--- src/aris_pkg.sv ---
/*
 * aris_pkg: register map, field layout, reset values and decode types for the
 * converter result formatter and input-select block.
 * assumes: byte addresses on a 32-bit AHB-Lite bus, one register per word.
 */
`default_nettype none

package aris_pkg;

    // register byte offsets
    localparam logic [7:0] ARIS_OFF_RESULT_LOW   = 8'h70;
    localparam logic [7:0] ARIS_OFF_RESULT_HIGH  = 8'h74;
    localparam logic [7:0] ARIS_OFF_INPUT_SELECT = 8'h7c;
    localparam logic [7:0] ARIS_OFF_CONTROL      = 8'h80;
    localparam logic [7:0] ARIS_OFF_IRQ_STATUS   = 8'h84;
    localparam logic [7:0] ARIS_OFF_IRQ_ENABLE   = 8'h88;
    localparam logic [7:0] ARIS_OFF_IRQ_CLEAR    = 8'h8c;

    // converter_input_select fields
    localparam int ARIS_REF_MSB  = 7;
    localparam int ARIS_REF_LSB  = 6;
    localparam int ARIS_ADJ_BIT  = 5;
    localparam int ARIS_CHAN_MSB = 4;

    // control and status fields
    localparam int ARIS_START_BIT = 0;
    localparam int ARIS_DONE_BIT  = 0;

    // reset values
    localparam logic [7:0] ARIS_INPUT_SELECT_RST = 8'h00;
    localparam logic [9:0] ARIS_RESULT_RST       = 10'h000;

    // code limits on the 12-bit signed raw value from the analog core
    localparam logic signed [11:0] ARIS_SE_MIN   = 12'sh000;
    localparam logic signed [11:0] ARIS_SE_MAX   = 12'sh3ff;
    localparam logic signed [11:0] ARIS_DIFF_MIN = 12'she00;
    localparam logic signed [11:0] ARIS_DIFF_MAX = 12'sh1ff;

    // single-ended selections beyond the eight pins
    localparam logic [3:0] ARIS_IN_BANDGAP = 4'h8;
    localparam logic [3:0] ARIS_IN_GROUND  = 4'h9;
    localparam logic [4:0] ARIS_CODE_BANDGAP = 5'h1e;
    localparam logic [4:0] ARIS_CODE_GROUND  = 5'h1f;

    typedef enum logic [1:0] {
        ARIS_REF_EXT_PIN  = 2'h0,
        ARIS_REF_SUPPLY   = 2'h1,
        ARIS_REF_INT_1V1  = 2'h2,
        ARIS_REF_INT_2V56 = 2'h3
    } aris_ref_t;

    typedef enum logic [1:0] {
        ARIS_GAIN_1X   = 2'h0,
        ARIS_GAIN_10X  = 2'h1,
        ARIS_GAIN_200X = 2'h2
    } aris_gain_t;

    typedef struct packed {
        logic       diff;
        logic [3:0] pos;
        logic [3:0] neg;
        aris_gain_t gain;
    } aris_route_t;

    typedef enum logic [3:0] {
        ARIS_BUS_IDLE = 4'b0001,
        ARIS_BUS_WR   = 4'b0010,
        ARIS_BUS_RDW  = 4'b0100,
        ARIS_BUS_RDD  = 4'b1000
    } aris_bus_t;

endpackage : aris_pkg

`default_nettype wire

--- src/aris_top.sv ---
/*
 * aris_top: digital side of a 10-bit converter. formats results into two
 * result bytes, holds the input-select register, applies reference and
 * channel changes only between conversions, and raises a done interrupt.
 * assumes: the analog core runs on hclk, takes conv_start as a one-cycle
 * pulse and answers with a one-cycle conv_done_in and a signed raw value.
 */
// Chosen here: the AHB-Lite register port.
`timescale 1ns/10ps
`default_nettype none

module aris_top
    import aris_pkg::*;
(
    input  wire logic        hclk,
    input  wire logic        hresetn,
    input  wire logic        ce,
    input  wire logic        hsel,
    input  wire logic [31:0] haddr,
    input  wire logic [1:0]  htrans,
    input  wire logic        hwrite,
    input  wire logic [2:0]  hsize,
    input  wire logic        hready,
    input  wire logic [31:0] hwdata,
    output logic      [31:0] hrdata,
    output logic             hreadyout,
    output logic             hresp,
    input  wire logic        conv_done_in,
    input  wire logic [11:0] conv_raw,
    output logic             conv_start,
    output aris_ref_t        ref_source,
    output logic             internal_ref_on,
    output logic             diff_mode,
    output logic      [3:0]  pos_input,
    output logic      [3:0]  neg_input,
    output aris_gain_t       gain,
    output logic             busy,
    output logic             irq
);

    ////////////////////////////////////////////////////////////////////////
    // decode helpers

    // channel/gain code to input routing; pairs with equal pins are legal
    function automatic aris_route_t route_of(input logic [4:0] code);
        aris_route_t r;
        r = '{diff: 1'b0, pos: {1'b0, code[2:0]}, neg: 4'h0, gain: ARIS_GAIN_1X};
        case (code[4:3])
            2'b00: begin
                r.diff = 1'b0;
            end
            2'b01: begin
                r.diff = 1'b1;
                r.pos  = {2'b00, code[2], code[0]};
                r.neg  = {2'b00, code[2], 1'b0};
                r.gain = code[1] ? ARIS_GAIN_200X : ARIS_GAIN_10X;
            end
            2'b10: begin
                r.diff = 1'b1;
                r.neg  = 4'h1;
            end
            default: begin
                if (code == ARIS_CODE_BANDGAP) begin
                    r.pos = ARIS_IN_BANDGAP;
                end else if (code == ARIS_CODE_GROUND) begin
                    r.pos = ARIS_IN_GROUND;
                end else begin
                    r.diff = 1'b1;
                    r.neg  = 4'h2;
                end
            end
        endcase
        return r;
    endfunction : route_of

    // clamp the raw analog value into the 10-bit code of the mode in use
    function automatic logic [9:0] saturate(input logic signed [11:0] raw,
                                            input logic               is_diff);
        logic signed [11:0] lo;
        logic signed [11:0] hi;
        logic signed [11:0] v;
        lo = is_diff ? ARIS_DIFF_MIN : ARIS_SE_MIN;
        hi = is_diff ? ARIS_DIFF_MAX : ARIS_SE_MAX;
        v  = raw;
        if (raw < lo) begin
            v = lo;
        end else if (raw > hi) begin
            v = hi;
        end
        return v[9:0];
    endfunction : saturate

    // byte presentation of the stored result
    function automatic logic [7:0] present(input logic [9:0] res,
                                           input logic       left,
                                           input logic       high);
        logic [7:0] b;
        if (left) begin
            b = high ? res[9:2] : {res[1:0], 6'h00};
        end else begin
            b = high ? {6'h00, res[9:8]} : res[7:0];
        end
        return b;
    endfunction : present

    ////////////////////////////////////////////////////////////////////////
    // bus slave

    aris_bus_t   bus_state_r;
    logic [7:0]  addr_r;
    logic [31:0] hrdata_r;
    logic        addr_take;
    logic        wr_fire;
    logic        rd_sample;

    logic [7:0]  input_select_r;
    logic [9:0]  result_r;
    logic        status_r;
    logic        enable_r;
    logic        busy_r;
    logic        conv_start_r;
    aris_ref_t   ref_applied_r;
    logic [4:0]  chan_applied_r;
    logic        start_req;
    logic        clear_req;
    logic        done_evt;
    aris_route_t route;

    assign addr_take = ce && hsel && hready && htrans[1];
    assign wr_fire   = ce && (bus_state_r == ARIS_BUS_WR);
    assign rd_sample = ce && (bus_state_r == ARIS_BUS_RDW);

    // reads take one wait state so a write just before is already visible
    assign hreadyout = ce && (bus_state_r != ARIS_BUS_RDW);
    assign hresp     = 1'b0;
    assign hrdata    = hrdata_r;

    always_ff @(posedge hclk or negedge hresetn) begin
        if (!hresetn) begin
            bus_state_r <= ARIS_BUS_IDLE;
            addr_r      <= 8'h00;
        end else if (ce) begin
            case (bus_state_r)
                ARIS_BUS_RDW: begin
                    bus_state_r <= ARIS_BUS_RDD;
                end
                default: begin
                    if (addr_take) begin
                        addr_r      <= haddr[7:0];
                        bus_state_r <= hwrite ? ARIS_BUS_WR : ARIS_BUS_RDW;
                    end else begin
                        bus_state_r <= ARIS_BUS_IDLE;
                    end
                end
            endcase
        end
    end

    // read mux; unmapped offsets and unused bits read zero
    always_ff @(posedge hclk or negedge hresetn) begin
        if (!hresetn) begin
            hrdata_r <= 32'h0000_0000;
        end else if (rd_sample) begin
            hrdata_r <= 32'h0000_0000;
            case (addr_r)
                ARIS_OFF_RESULT_LOW: begin
                    hrdata_r[7:0] <= present(result_r, input_select_r[ARIS_ADJ_BIT],
                                             1'b0);
                end
                ARIS_OFF_RESULT_HIGH: begin
                    hrdata_r[7:0] <= present(result_r, input_select_r[ARIS_ADJ_BIT],
                                             1'b1);
                end
                ARIS_OFF_INPUT_SELECT: begin
                    hrdata_r[7:0] <= input_select_r;
                end
                ARIS_OFF_CONTROL: begin
                    hrdata_r[ARIS_START_BIT] <= busy_r;
                end
                ARIS_OFF_IRQ_STATUS: begin
                    hrdata_r[ARIS_DONE_BIT] <= status_r;
                end
                ARIS_OFF_IRQ_ENABLE: begin
                    hrdata_r[ARIS_DONE_BIT] <= enable_r;
                end
                default: begin
                    hrdata_r <= 32'h0000_0000;
                end
            endcase
        end
    end

    ////////////////////////////////////////////////////////////////////////
    // software registers

    always_ff @(posedge hclk or negedge hresetn) begin
        if (!hresetn) begin
            input_select_r <= ARIS_INPUT_SELECT_RST;
        end else if (wr_fire && addr_r == ARIS_OFF_INPUT_SELECT) begin
            input_select_r <= hwdata[7:0];
        end
    end

    always_ff @(posedge hclk or negedge hresetn) begin
        if (!hresetn) begin
            enable_r <= 1'b0;
        end else if (wr_fire && addr_r == ARIS_OFF_IRQ_ENABLE) begin
            enable_r <= hwdata[ARIS_DONE_BIT];
        end
    end

    assign start_req = wr_fire && (addr_r == ARIS_OFF_CONTROL) && hwdata[ARIS_START_BIT]
                       && !busy_r;
    assign clear_req = wr_fire && (addr_r == ARIS_OFF_IRQ_CLEAR) && hwdata[ARIS_DONE_BIT];

    ////////////////////////////////////////////////////////////////////////
    // conversion sequencing

    assign done_evt = ce && busy_r && conv_done_in;

    always_ff @(posedge hclk or negedge hresetn) begin
        if (!hresetn) begin
            busy_r       <= 1'b0;
            conv_start_r <= 1'b0;
        end else if (ce) begin
            conv_start_r <= start_req;
            if (start_req) begin
                busy_r <= 1'b1;
            end else if (done_evt) begin
                busy_r <= 1'b0;
            end
        end
    end

    // routing follows the register only while idle or as a conversion ends
    always_ff @(posedge hclk or negedge hresetn) begin
        if (!hresetn) begin
            ref_applied_r  <= ARIS_REF_EXT_PIN;
            chan_applied_r <= 5'h00;
        end else if (ce && (!busy_r || done_evt)) begin
            ref_applied_r  <= aris_ref_t'(input_select_r[ARIS_REF_MSB:ARIS_REF_LSB]);
            chan_applied_r <= input_select_r[ARIS_CHAN_MSB:0];
        end
    end

    // result capture uses the routing that was in force for this conversion
    always_ff @(posedge hclk or negedge hresetn) begin
        if (!hresetn) begin
            result_r <= ARIS_RESULT_RST;
        end else if (done_evt) begin
            result_r <= saturate(conv_raw, route.diff);
        end
    end

    // done flag: a completion in the same cycle as a clear keeps the flag set
    always_ff @(posedge hclk or negedge hresetn) begin
        if (!hresetn) begin
            status_r <= 1'b0;
        end else if (done_evt) begin
            status_r <= 1'b1;
        end else if (clear_req) begin
            status_r <= 1'b0;
        end
    end

    ////////////////////////////////////////////////////////////////////////
    // outputs to the analog core

    assign route = route_of(chan_applied_r);

    assign conv_start      = conv_start_r;
    assign ref_source      = ref_applied_r;
    assign internal_ref_on = (ref_applied_r == ARIS_REF_INT_1V1) ||
                             (ref_applied_r == ARIS_REF_INT_2V56);
    assign diff_mode       = route.diff;
    assign pos_input       = route.pos;
    assign neg_input       = route.neg;
    assign gain            = route.gain;
    assign busy            = busy_r;
    assign irq             = status_r && enable_r;

    logic unused_ok;
    assign unused_ok = ^{hsize, haddr[31:8], hwdata[31:8]};

endmodule : aris_top

`default_nettype wire

--- config.mk ---
export PLATFORM = sky130hd
export DESIGN_NAME = aris_top
export DESIGN_NICKNAME = d
export VERILOG_FILES = /design/src/aris_pkg.sv /design/src/aris_top.sv
export SDC_FILE = /design/constraint.sdc
export NUM_CORES = 1
export LEC_CHECK = 0
export ABC_AREA = 1
export BUFFER_PORTS_ARGS = -buffer_cell sky130_fd_sc_hd__clkbuf_2
export CORE_AREA = 10 10 90 92
export CTS_CLUSTER_DIAMETER = 150
export CTS_CLUSTER_SIZE = 10
export DETAILED_ROUTE_END_ITERATION = 6
export DIE_AREA = 0 0 100 102
export PLACE_DENSITY = 0.76
export SLEW_MARGIN = 20
export SYNTH_ARGS = -nofsm -noshare
export SYNTH_HDL_FRONTEND = slang
export SYNTH_SLANG_ARGS = --single-unit
--- constraint.sdc ---
create_clock -name hclk -period 2.87 [get_ports hclk]
set_input_delay 0.574 -clock hclk [delete_from_list [all_inputs] [get_ports hclk]]
set_output_delay 0.574 -clock hclk [all_outputs]
set_load 0.02 [all_outputs]
# [Word level (Yosys, flattened, before mapping)]
# Index checks and enable logic that the tools add are counted.
[classes] n_bitwise=1 mux=26 n_reduce_logical=27 eq_ne=16 order_cmp=2
[op_table] op="equality test 8 bit, second input constant" count=4
[op_table] op="two-way mux 10 bit" count=3
[op_table] op="equality test 8 x 7 -> 1 bit, second input constant" count=3
[op_table] op="one-hot mux 7 bit (3 select lines)" count=1
[op_table] op="logical AND 1 bit" count=17
[op_table] op="two-way mux 4 bit" count=4
[op_table] op="two-way mux 8 bit" count=2
[op_table] op="> comparator 12 x 11 -> 1 bit" count=1
[op_table] op="< comparator 12 bit" count=1
[op_table] op="two-way mux 12 bit" count=1
[op_table] op="one-hot mux 4 bit (3 select lines)" count=1
[op_table] op="equality test 5 bit, second input constant" count=2
[op_table] op="one-hot mux 4 bit (2 select lines)" count=1
[op_table] op="equality test 2 bit, second input constant" count=3
[op_table] op="two-way mux 1 bit" count=6
[op_table] op="two-way mux 2 bit" count=3
[op_table] op="two-way mux 3 bit" count=2
[op_table] op="one-hot mux 1 bit (6 select lines)" count=1
[op_table] op="equality test 4 x 2 -> 1 bit, second input constant" count=1
[op_table] op="equality test 4 x 3 -> 1 bit, second input constant" count=1
[op_table] op="inequality test 4 x 3 -> 1 bit, second input constant" count=1
[op_table] op="nonzero test 2 bit" count=2
[op_table] op="OR reduction 2 bit" count=2
[op_table] op="AND reduction 3 bit" count=1
[op_table] op="7 further kinds" count=8
[totals] inputBits=88 reg_bits=49 out_inout_bits=51 word_cells=83

# [Logic depth before layout (Yosys ltp)]
# Gate-level depths: netlist of run 1.
[depth] ltp_word=8 mapped_depth=15 depth_no_buf=15

# [Least setup slack after synthesis of run 1]
# OpenSTA, ideal clock, no wires.
[synth_path] path_kind="reg-to-reg" startpoint="reg chan_applied_r[3]" endpoint="reg result_r[6]" synth_period_minus_slack_ns=2.338 path_buffers=0 arrival_ns=2.209 setup_slack_ns=0.532 required_time_ns=2.741 path_stages_with_launch=15 path_cell_list="dfrtp_1 -> inv_1 -> ha_1 -> or2_2 -> o21ai_2 -> inv_1 -> ha_1 -> inv_1 -> nand2_1 -> nor2_1 -> nand3_1 -> nand2_1 -> inv_1 -> o21ai_0 -> o21ai_0"
[synth_between] elab_chain_cells=8 elab_cells_between_ends=15
[synth_lines] element="start: declaration" line="aris_top.sv:123" rtl="logic [4:0] chan_applied_r;"
[synth_lines] element="start signal: assignment" line="aris_top.sv:242" rtl="chan_applied_r <= input_select_r[ARIS_CHAN_MSB:0];"
[synth_lines] element="equality test 5 bit" line="aris_top.sv:65" rtl="end else if (code == ARIS_CODE_GROUND) begin"
[synth_lines] element="two-way mux 1 bit" line="aris_top.sv:65"
[synth_lines] element="two-way mux 1 bit" line="aris_top.sv:63" rtl="if (code == ARIS_CODE_BANDGAP) begin"
[synth_lines] element="one-hot mux 1 bit (2 select lines) (*)" line="aris_top.sv:48" rtl="case (code[4:3])"
[synth_lines] element="named net diff_mode" line="aris_top.sv:33" rtl="output logic diff_mode,"
[synth_lines] element="two-way mux 10 bit" line="aris_top.sv:83" rtl="hi = is_diff ? ARIS_DIFF_MAX : ARIS_SE_MAX;"
[synth_lines] element="> comparator 12 x 11 -> 1 bit" line="aris_top.sv:87" rtl="end else if (raw > hi) begin"
[synth_lines] element="two-way mux 10 bit" line="aris_top.sv:87"
[synth_lines] element="two-way mux 10 bit (*)" line="aris_top.sv:85" rtl="if (raw < lo) begin"
[synth_lines] element="end signal: assignment" line="aris_top.sv:251" rtl="result_r <= saturate(conv_raw, route.diff);"
[synth_lines] element="end: declaration" line="aris_top.sv:117" rtl="logic [9:0] result_r;"
# Mark *: on every way through the listed nets, which the timed path passes. The rest lies on a longest branch.
# A chain may end at the register's enable or synchronous reset.

# [Worst setup path after layout of run 1]
[layout_path] startpoint="reg chan_applied_r[3]" endpoint="reg result_r[7]"
[layout_between] elab_chain_cells=8 elab_cells_between_ends=15
[layout_lines] element="equality test 5 bit" line="aris_top.sv:65"
[layout_lines] element="two-way mux 1 bit" line="aris_top.sv:65"
[layout_lines] element="two-way mux 1 bit" line="aris_top.sv:63"
[layout_lines] element="one-hot mux 1 bit (2 select lines) (*)" line="aris_top.sv:48"
[layout_lines] element="two-way mux 10 bit" line="aris_top.sv:83"
[layout_lines] element="> comparator 12 x 11 -> 1 bit" line="aris_top.sv:87"
[layout_lines] element="two-way mux 10 bit" line="aris_top.sv:87"
[layout_lines] element="two-way mux 10 bit (*)" line="aris_top.sv:85"
# Every way passes the cells marked *; elsewhere a longest branch is shown, timed or not.

==> impl_results.md, run 1 <==
- Synth area leaders: dfrtp_1 (41%), nand2_1 (12%), buf_4 (7.0%)
- Antenna diode count: 0
- Complex-gate fraction of the synthesized area: 8.59%
- Finished Cell Area: 3240 um2
- Commonest cells in the synthesized netlist: nand2_1 (95), dfrtp_1 (48), inv_1 (36)
- Final hold slack: 0.346 ns
- Initial Util: 46.2%
- Routed vias: 2406
- Skew-Pair Late Insertion Delay: 0.30 ns
- Setup crit end: result_r[7]
- Worst Path Required: 3.05 ns
- Final GP Congestion: 0.837
- Post-CTS Resized: 0
- Post-synth EDFFs: 0
- Core area: 6280 um2
- Crit path launch type: flop
- Die area: 10200 um2
- I/O pin count: 139
- Total CTS buffers: 5
- RSZ-0062 raised after global routing: false
- Post-synthesis xor/xnor area fraction: 0%
- Reg-to-reg slack, setup: 0.24 ns
- Ys flop type: dfrtp_1
- Root Buffer Master: clkbuf_8
- Cell taking the most area after synthesis: dfrtp_1
- Adder-cell share of the synthesized area: 3.89%
- Hold Path Class: in -> async
- Placed Instance Area: 3120 um2
- Post-DP HPWL: 5200 um
- Vias in the first global route: 2464
- Final max-slew violation count: 0
- Max_cap viols: 0
- Lkg Pwr: 1.81 nW
- 1st-pass router iterations: 5
- Pwr/cell area: 473 nW/um2
- Pin count of the biggest net entering global routing: 50
- DRC viols: 0
- Post-CTS setup buffer count: 0
- Setup TNS: 0 ns
- CP Max Fanout: 9
- Initial antenna violation count: 0
- # clock sinks: 49
- Largest family of logic cells by synthesized area: simple AND/OR/NAND/NOR gates
- Fmax: 381 MHz
- Number of synthesized register bits: 49
- Vias per cell: 4.81
- Remaining global-route overflow: 0
- CTS Hold Bufs: 0
- Final Cycle Share: 91.5%
- Drt wl/cell: 12.9 um
- Num rows: 29
- Post-synth ARST share: 100%
- Die height: 102 um
- H-tree depth: 2
- Crit path capture type: flop
- Post-synthesis mux area share: 1.55%
- Post-route ant nets: 0
- Worst Setup SP: chan_applied_r[3]
- Post-synthesis cell area: 2900 um2
- CP Data Arrival Time: 2.80 ns
- Worst VDD drop: 0.000327 V
- Syn Inst Count: 364
- Die Width: 100 um
- Most common cell in the netlist: nand2_1
- First-pass GRT wire length: 11100 um
- Post-synth cell types: 34
- Share of cells above drive strength 1: 22.5%
- Reg clk slew, reported paths: 0.08 ns
- Max_slew headroom: 60.0%
- DRT Wirelength: 6430 um
- # setup viols final: 0
- CTS tree: built
- Sequential fraction of the synthesis area: 42.4%
- Reg-to-Reg Start: chan_applied_r[3]
- Fin crit period: 2.63 ns
- Simple-gate area share of the yosys netlist: 29.0%
- Type of the worst setup path: reg -> reg
- DR iter-0 viols: 128
- R2R depth: 14
- Yosys warning count: 0
- Nets@finish: 519
- Least-Margin Pin Slew: 0.599 ns
- Max clock buf depth: 2
- Synth Area per Inst: 7.96 um2
- Outcome: finished clean
- Tot Pwr: 1.53 mW
- Synth top area share: 41.5%
- Final Hold Viols: 0
- RR Endpoint: result_r[7]
- Syn-to-layout area delta: 11.7%
- Overall routing resource usage: 12.8%
- Input/output buffers: 59
- Clock skew: 0.00574 ns
[worst max-delay path: stages (launching register included)]
cell and delay (ns):
dfrtp_1 0.41, inv_1 0.11, ha_1 0.30, or2_2 0.30, o21ai_2 0.15, inv_1 0.13, ha_1 0.29, inv_1 0.05
nand2_1 0.05, nor2_1 0.11, nand3_1 0.10, nand2_1 0.10, inv_1 0.12, o21ai_0 0.18, o21ai_0 0.11
[cell families after synthesis]
group	count (synthesis)
AOI/OAI and AO/OA	43
adders and majority gates	9
buffers and inverters	74
DFF	49
muxes	4
other	1
and+or+nand+nor	184
[metal layers]
layer	GRT usage, %	part of all wire, %
met1	15.0	42
met2	21.9	47
met3	4.59	9.9
met4	3.59	0.68
met5	0	0
[state kept, by name, indices dropped and copies added, names as in the netlist]
name / cells
addr_r: 8
ref_source: 2
conv_start: 1
result_r: 10
status_r: 1
chan_applied_r: 5
hrdata: 8
bus_state_r: 4
enable_r: 1
input_select_r: 8
busy: 1
[cell type report]
type | instances | area, um2
fillers | 615 | 3040
multi-input cells | 267 | 1350
flip-flops and latches | 49 | 1230
repair buffers | 60 | 303
inverters | 39 | 146
well taps | 77 | 96.3
clock buffers | 7 | 86.3
clock inverters | 1 | 30.0
[worst min-delay path by stage]
| stage | end | slack, ns |
|---|---|---|
| 6_report | addr_r[1] | 0.35 |
| 5_1_grt | addr_r[0] | 0.41 |
| 4_1_cts | addr_r[1] | 0.39 |
| 3_5_place_dp | conv_start | 0.47 |
| 3_3_place_gp | ref_source[0] | 0.47 |
| 2_1_floorplan | addr_r[0] | 0.28 |
[cell usage in the layout, fill, tap and decap left out, drive strengths merged, types with 2 or more instances in the layout]
cell and n:
nand2 99, clkbuf 66, dfrtp 48, inv 39, nor2 39, nand3 34
conb 27, o21ai 26, a21oi 14, ha 9, nand4 7, mux2 4
nor3 2, or2 2
[stage by stage]
step	setup WS (ns)	util, %	cells
2_1_floorplan	0.532	-	390
3_3_place_gp	0.336	49.7	492
3_5_place_dp	0.249	49.7	492
4_1_cts	0.212	51.6	500
5_1_grt	0.00213	51.6	500
6_report	0.243	51.6	500
[where the power goes]
group | switching (mW) | total (mW) | internal, mW
registers | 0.0333 | 0.763 | 0.729
clock network | 0.217 | 0.501 | 0.284
logic | 0.184 | 0.269 | 0.0851
No activity file was read; power rests on OpenSTA's default activity.
==> run 2, diff against run 1 <==
--- a/config.mk
+++ b/config.mk
@@ -12,7 +12,8 @@
 export CTS_CLUSTER_SIZE = 10
 export DETAILED_ROUTE_END_ITERATION = 6
 export DIE_AREA = 0 0 100 102
-export PLACE_DENSITY = 0.76
+export PLACE_DENSITY = 0.82
+export REMOVE_ABC_BUFFERS = 1
 export SLEW_MARGIN = 20
 export SYNTH_ARGS = -nofsm -noshare
 export SYNTH_HDL_FRONTEND = slang
==> impl_results.md, run 2 (synthesis results as in run 1) <==
- Pin count of the biggest net entering global routing: 25 (-50%)
- R2R depth: 14 (unchanged)
- Num rows: 29 (unchanged)
- First-pass GRT wire length: 11000 um (-0.88%)
- DRC viols: 0 (unchanged)
- Die height: 102 um (unchanged)
- Routed vias: 2455 (+2.0%)
- CP max stage cell: dfrtp_1
- Setup TNS: 0 ns (unchanged)
- Pwr/cell area: 451 nW/um2 (-4.7%)
- Initial antenna violation count: 0 (unchanged)
- Fin crit period: 2.59 ns (-0.0417 ns)
- Crit path depth: 14 (unchanged)
- CP dominant cell by count: inv_1
- Drt wl/cell: 12.9 um (+0.63%)
- Final GP Congestion: 0.869 (+3.8%)
- Skew-Pair Late Insertion Delay: 0.30 ns (about the same)
- # setup viols final: 0 (unchanged)
- Placed insts: 494 (+0.41%)
- Max_cap viols: 0 (unchanged)
- Overall routing resource usage: 12.9% (about the same)
- Fmax: 387 MHz (+1.6%)
- Clock skew: 0.00363 ns (-0.00211 ns)
- Post-DP HPWL: 5380 um (+3.5%)
- CP Data Arrival Time: 2.76 ns (-0.04 ns)
- CP delay by family, top: simple AND/OR/NAND/NOR gates
- CP Max Fanout: 9 (unchanged)
- Commonest non-fill, non-tap cell in the layout: nand2_1
- Setup WS pre-CTS: 0.253 ns (+0.00374 ns)
- Final Cycle Share: 90.1% (-1.5 points)
- Buf/Inv on CP: 4 (unchanged)
- Remaining global-route overflow: 0 (unchanged)
- Nets@finish: 524 (+0.96%)
- Max clock buf depth: 2 (unchanged)
- Tot Pwr: 1.47 mW (-4.0%)
- 1st-pass router iterations: 4 (-1)
- Final max-slew violation count: 0 (unchanged)
- H-tree depth: 2 (unchanged)
- Initial Util: 46.2% (unchanged)
- Type of the worst setup path: reg -> reg
- Lkg Pwr: 1.83 nW (+1.0%)
- Final Hold Viols: 0 (unchanged)
- Input/output buffers: 59 (unchanged)
- Antenna diode count: 0 (unchanged)
- Vias per cell: 4.86 (+1.0%)
- Register with the most flip-flops: result_r
- Core area: 6280 um2 (unchanged)
- Crit path launch type: flop
- Most frequent cells in the layout: nand2_1 (95), clkbuf_2 (59), dfrtp_1 (48)
- Worst VDD drop: 0.000207 V (-37%)
- Die Width: 100 um (unchanged)
- # clock sinks: 49 (unchanged)
- Post-route ant nets: 0 (unchanged)
- Reg-to-reg slack, setup: 0.28 ns (+0.04 ns)
- I/O pin count: 139 (unchanged)
- DR iter-0 viols: 192 (+50%)
- Die area: 10200 um2 (unchanged)
- Worst stage delay on the critical path: 0.42 ns (about the same)
- Crit path capture type: flop
- PnR worst setup slack: 0.285 ns (+0.0417 ns)
- Syn-to-layout area delta: 12.5%
- DRT Wirelength: 6530 um (+1.6%)
- Vias in the first global route: 2484 (+0.81%)
- Max FFs per register: 10 (unchanged)
- CTS tree: built
- Critical Path, Cell by Cell: inv_1 -> ha_1 -> or2_2 -> o21ai_2 -> inv_1 -> ha_1 -> inv_1 -> nand2_1 -> nor2_1 -> nand3_1 -> nand2_1 -> inv_1 -> o21ai_0 -> o21ai_0
- Root Buffer Master: clkbuf_8
- Hold Path Class: in -> async
- Reg clk slew, reported paths: 0.08 ns (about the same)
- Worst Path Required: 3.05 ns (about the same)
- Outcome: finished clean
- Fin cells: 505 (+1.0%)
- Total CTS buffers: 5 (unchanged)
- Share of cells above drive strength 1: 23.6% (+1.1 points)
==> run 2: changes by cell type in the layout (fill, tap and decap cells not counted) <==
cell       previous run  this run
clkinv_2              0         1
clkbuf_8              6         7
clkbuf_1              1         0
o21ai_1               4         2
buf_4                 1         6
bufinv_16             1         0
o21ai_0              20        22
==> run 2: power breakdown <==
group / leakage (nW) / switching [mW] / total (mW) / internal, mW
Sequential: 0.599 / 0.0343 / 0.764 / 0.729
Combinational: 1.18 / 0.184 / 0.274 / 0.0896
Clock: 0.0542 / 0.216 / 0.434 / 0.218
Total: 1.83 / 0.434 / 1.47 / 1.04
==> run 2: worst paths after layout <==
check | start | to
worst max register to register | chan_applied_r[4] | result_r[8]
worst min-delay path | hresetn | bus_state_r[3]
min in group hclk | hwrite | bus_state_r[2]
max in group asynchronous | hresetn | hrdata[5]
worst max-delay path | chan_applied_r[4] | result_r[8]
worst min register to register | hrdata[2] | hrdata[2]
==> run 2: cell type report <==
class,count,area [um2]
Clock buffer,7,96.3
Clock inverter,1,5.00
Fill cell,587,3020
Inverter,39,146
Multi-Input combinational cell,267,1350
Sequential cell,49,1230
Tap cell,77,96.3
Timing Repair Buffer,65,340
==> run 2: metrics by stage <==
stage	utilization, %	cell area, um2	hold slack [ns]
floorplan	-	2720	0.278
global placement	50.0	3140	0.453
detailed placement	50.0	3140	0.468
CTS	51.6	3240	0.141
global route	51.9	3260	0.155
finish	51.9	3260	0.142
==> run 2: timing repair <==
action	4_1_cts	5_1_grt
buffers inserted	0	3
setup endpoints to repair	0	3
resized for setup	0	0
hold buffers	0	0
==> run 2: routing by layer <==
layer / vias up / share of wire (%) / wire (um) / track usage [%]
li1: 1232 / - / - / -
met1: 1131 / 41 / 2710 / 14.5
met2: 87 / 48 / 3140 / 22.3
met3: 5 / 9.7 / 635 / 4.99
met4: 0 / 0.77 / 50 / 3.37
met5: - / 0 / 0 / 0
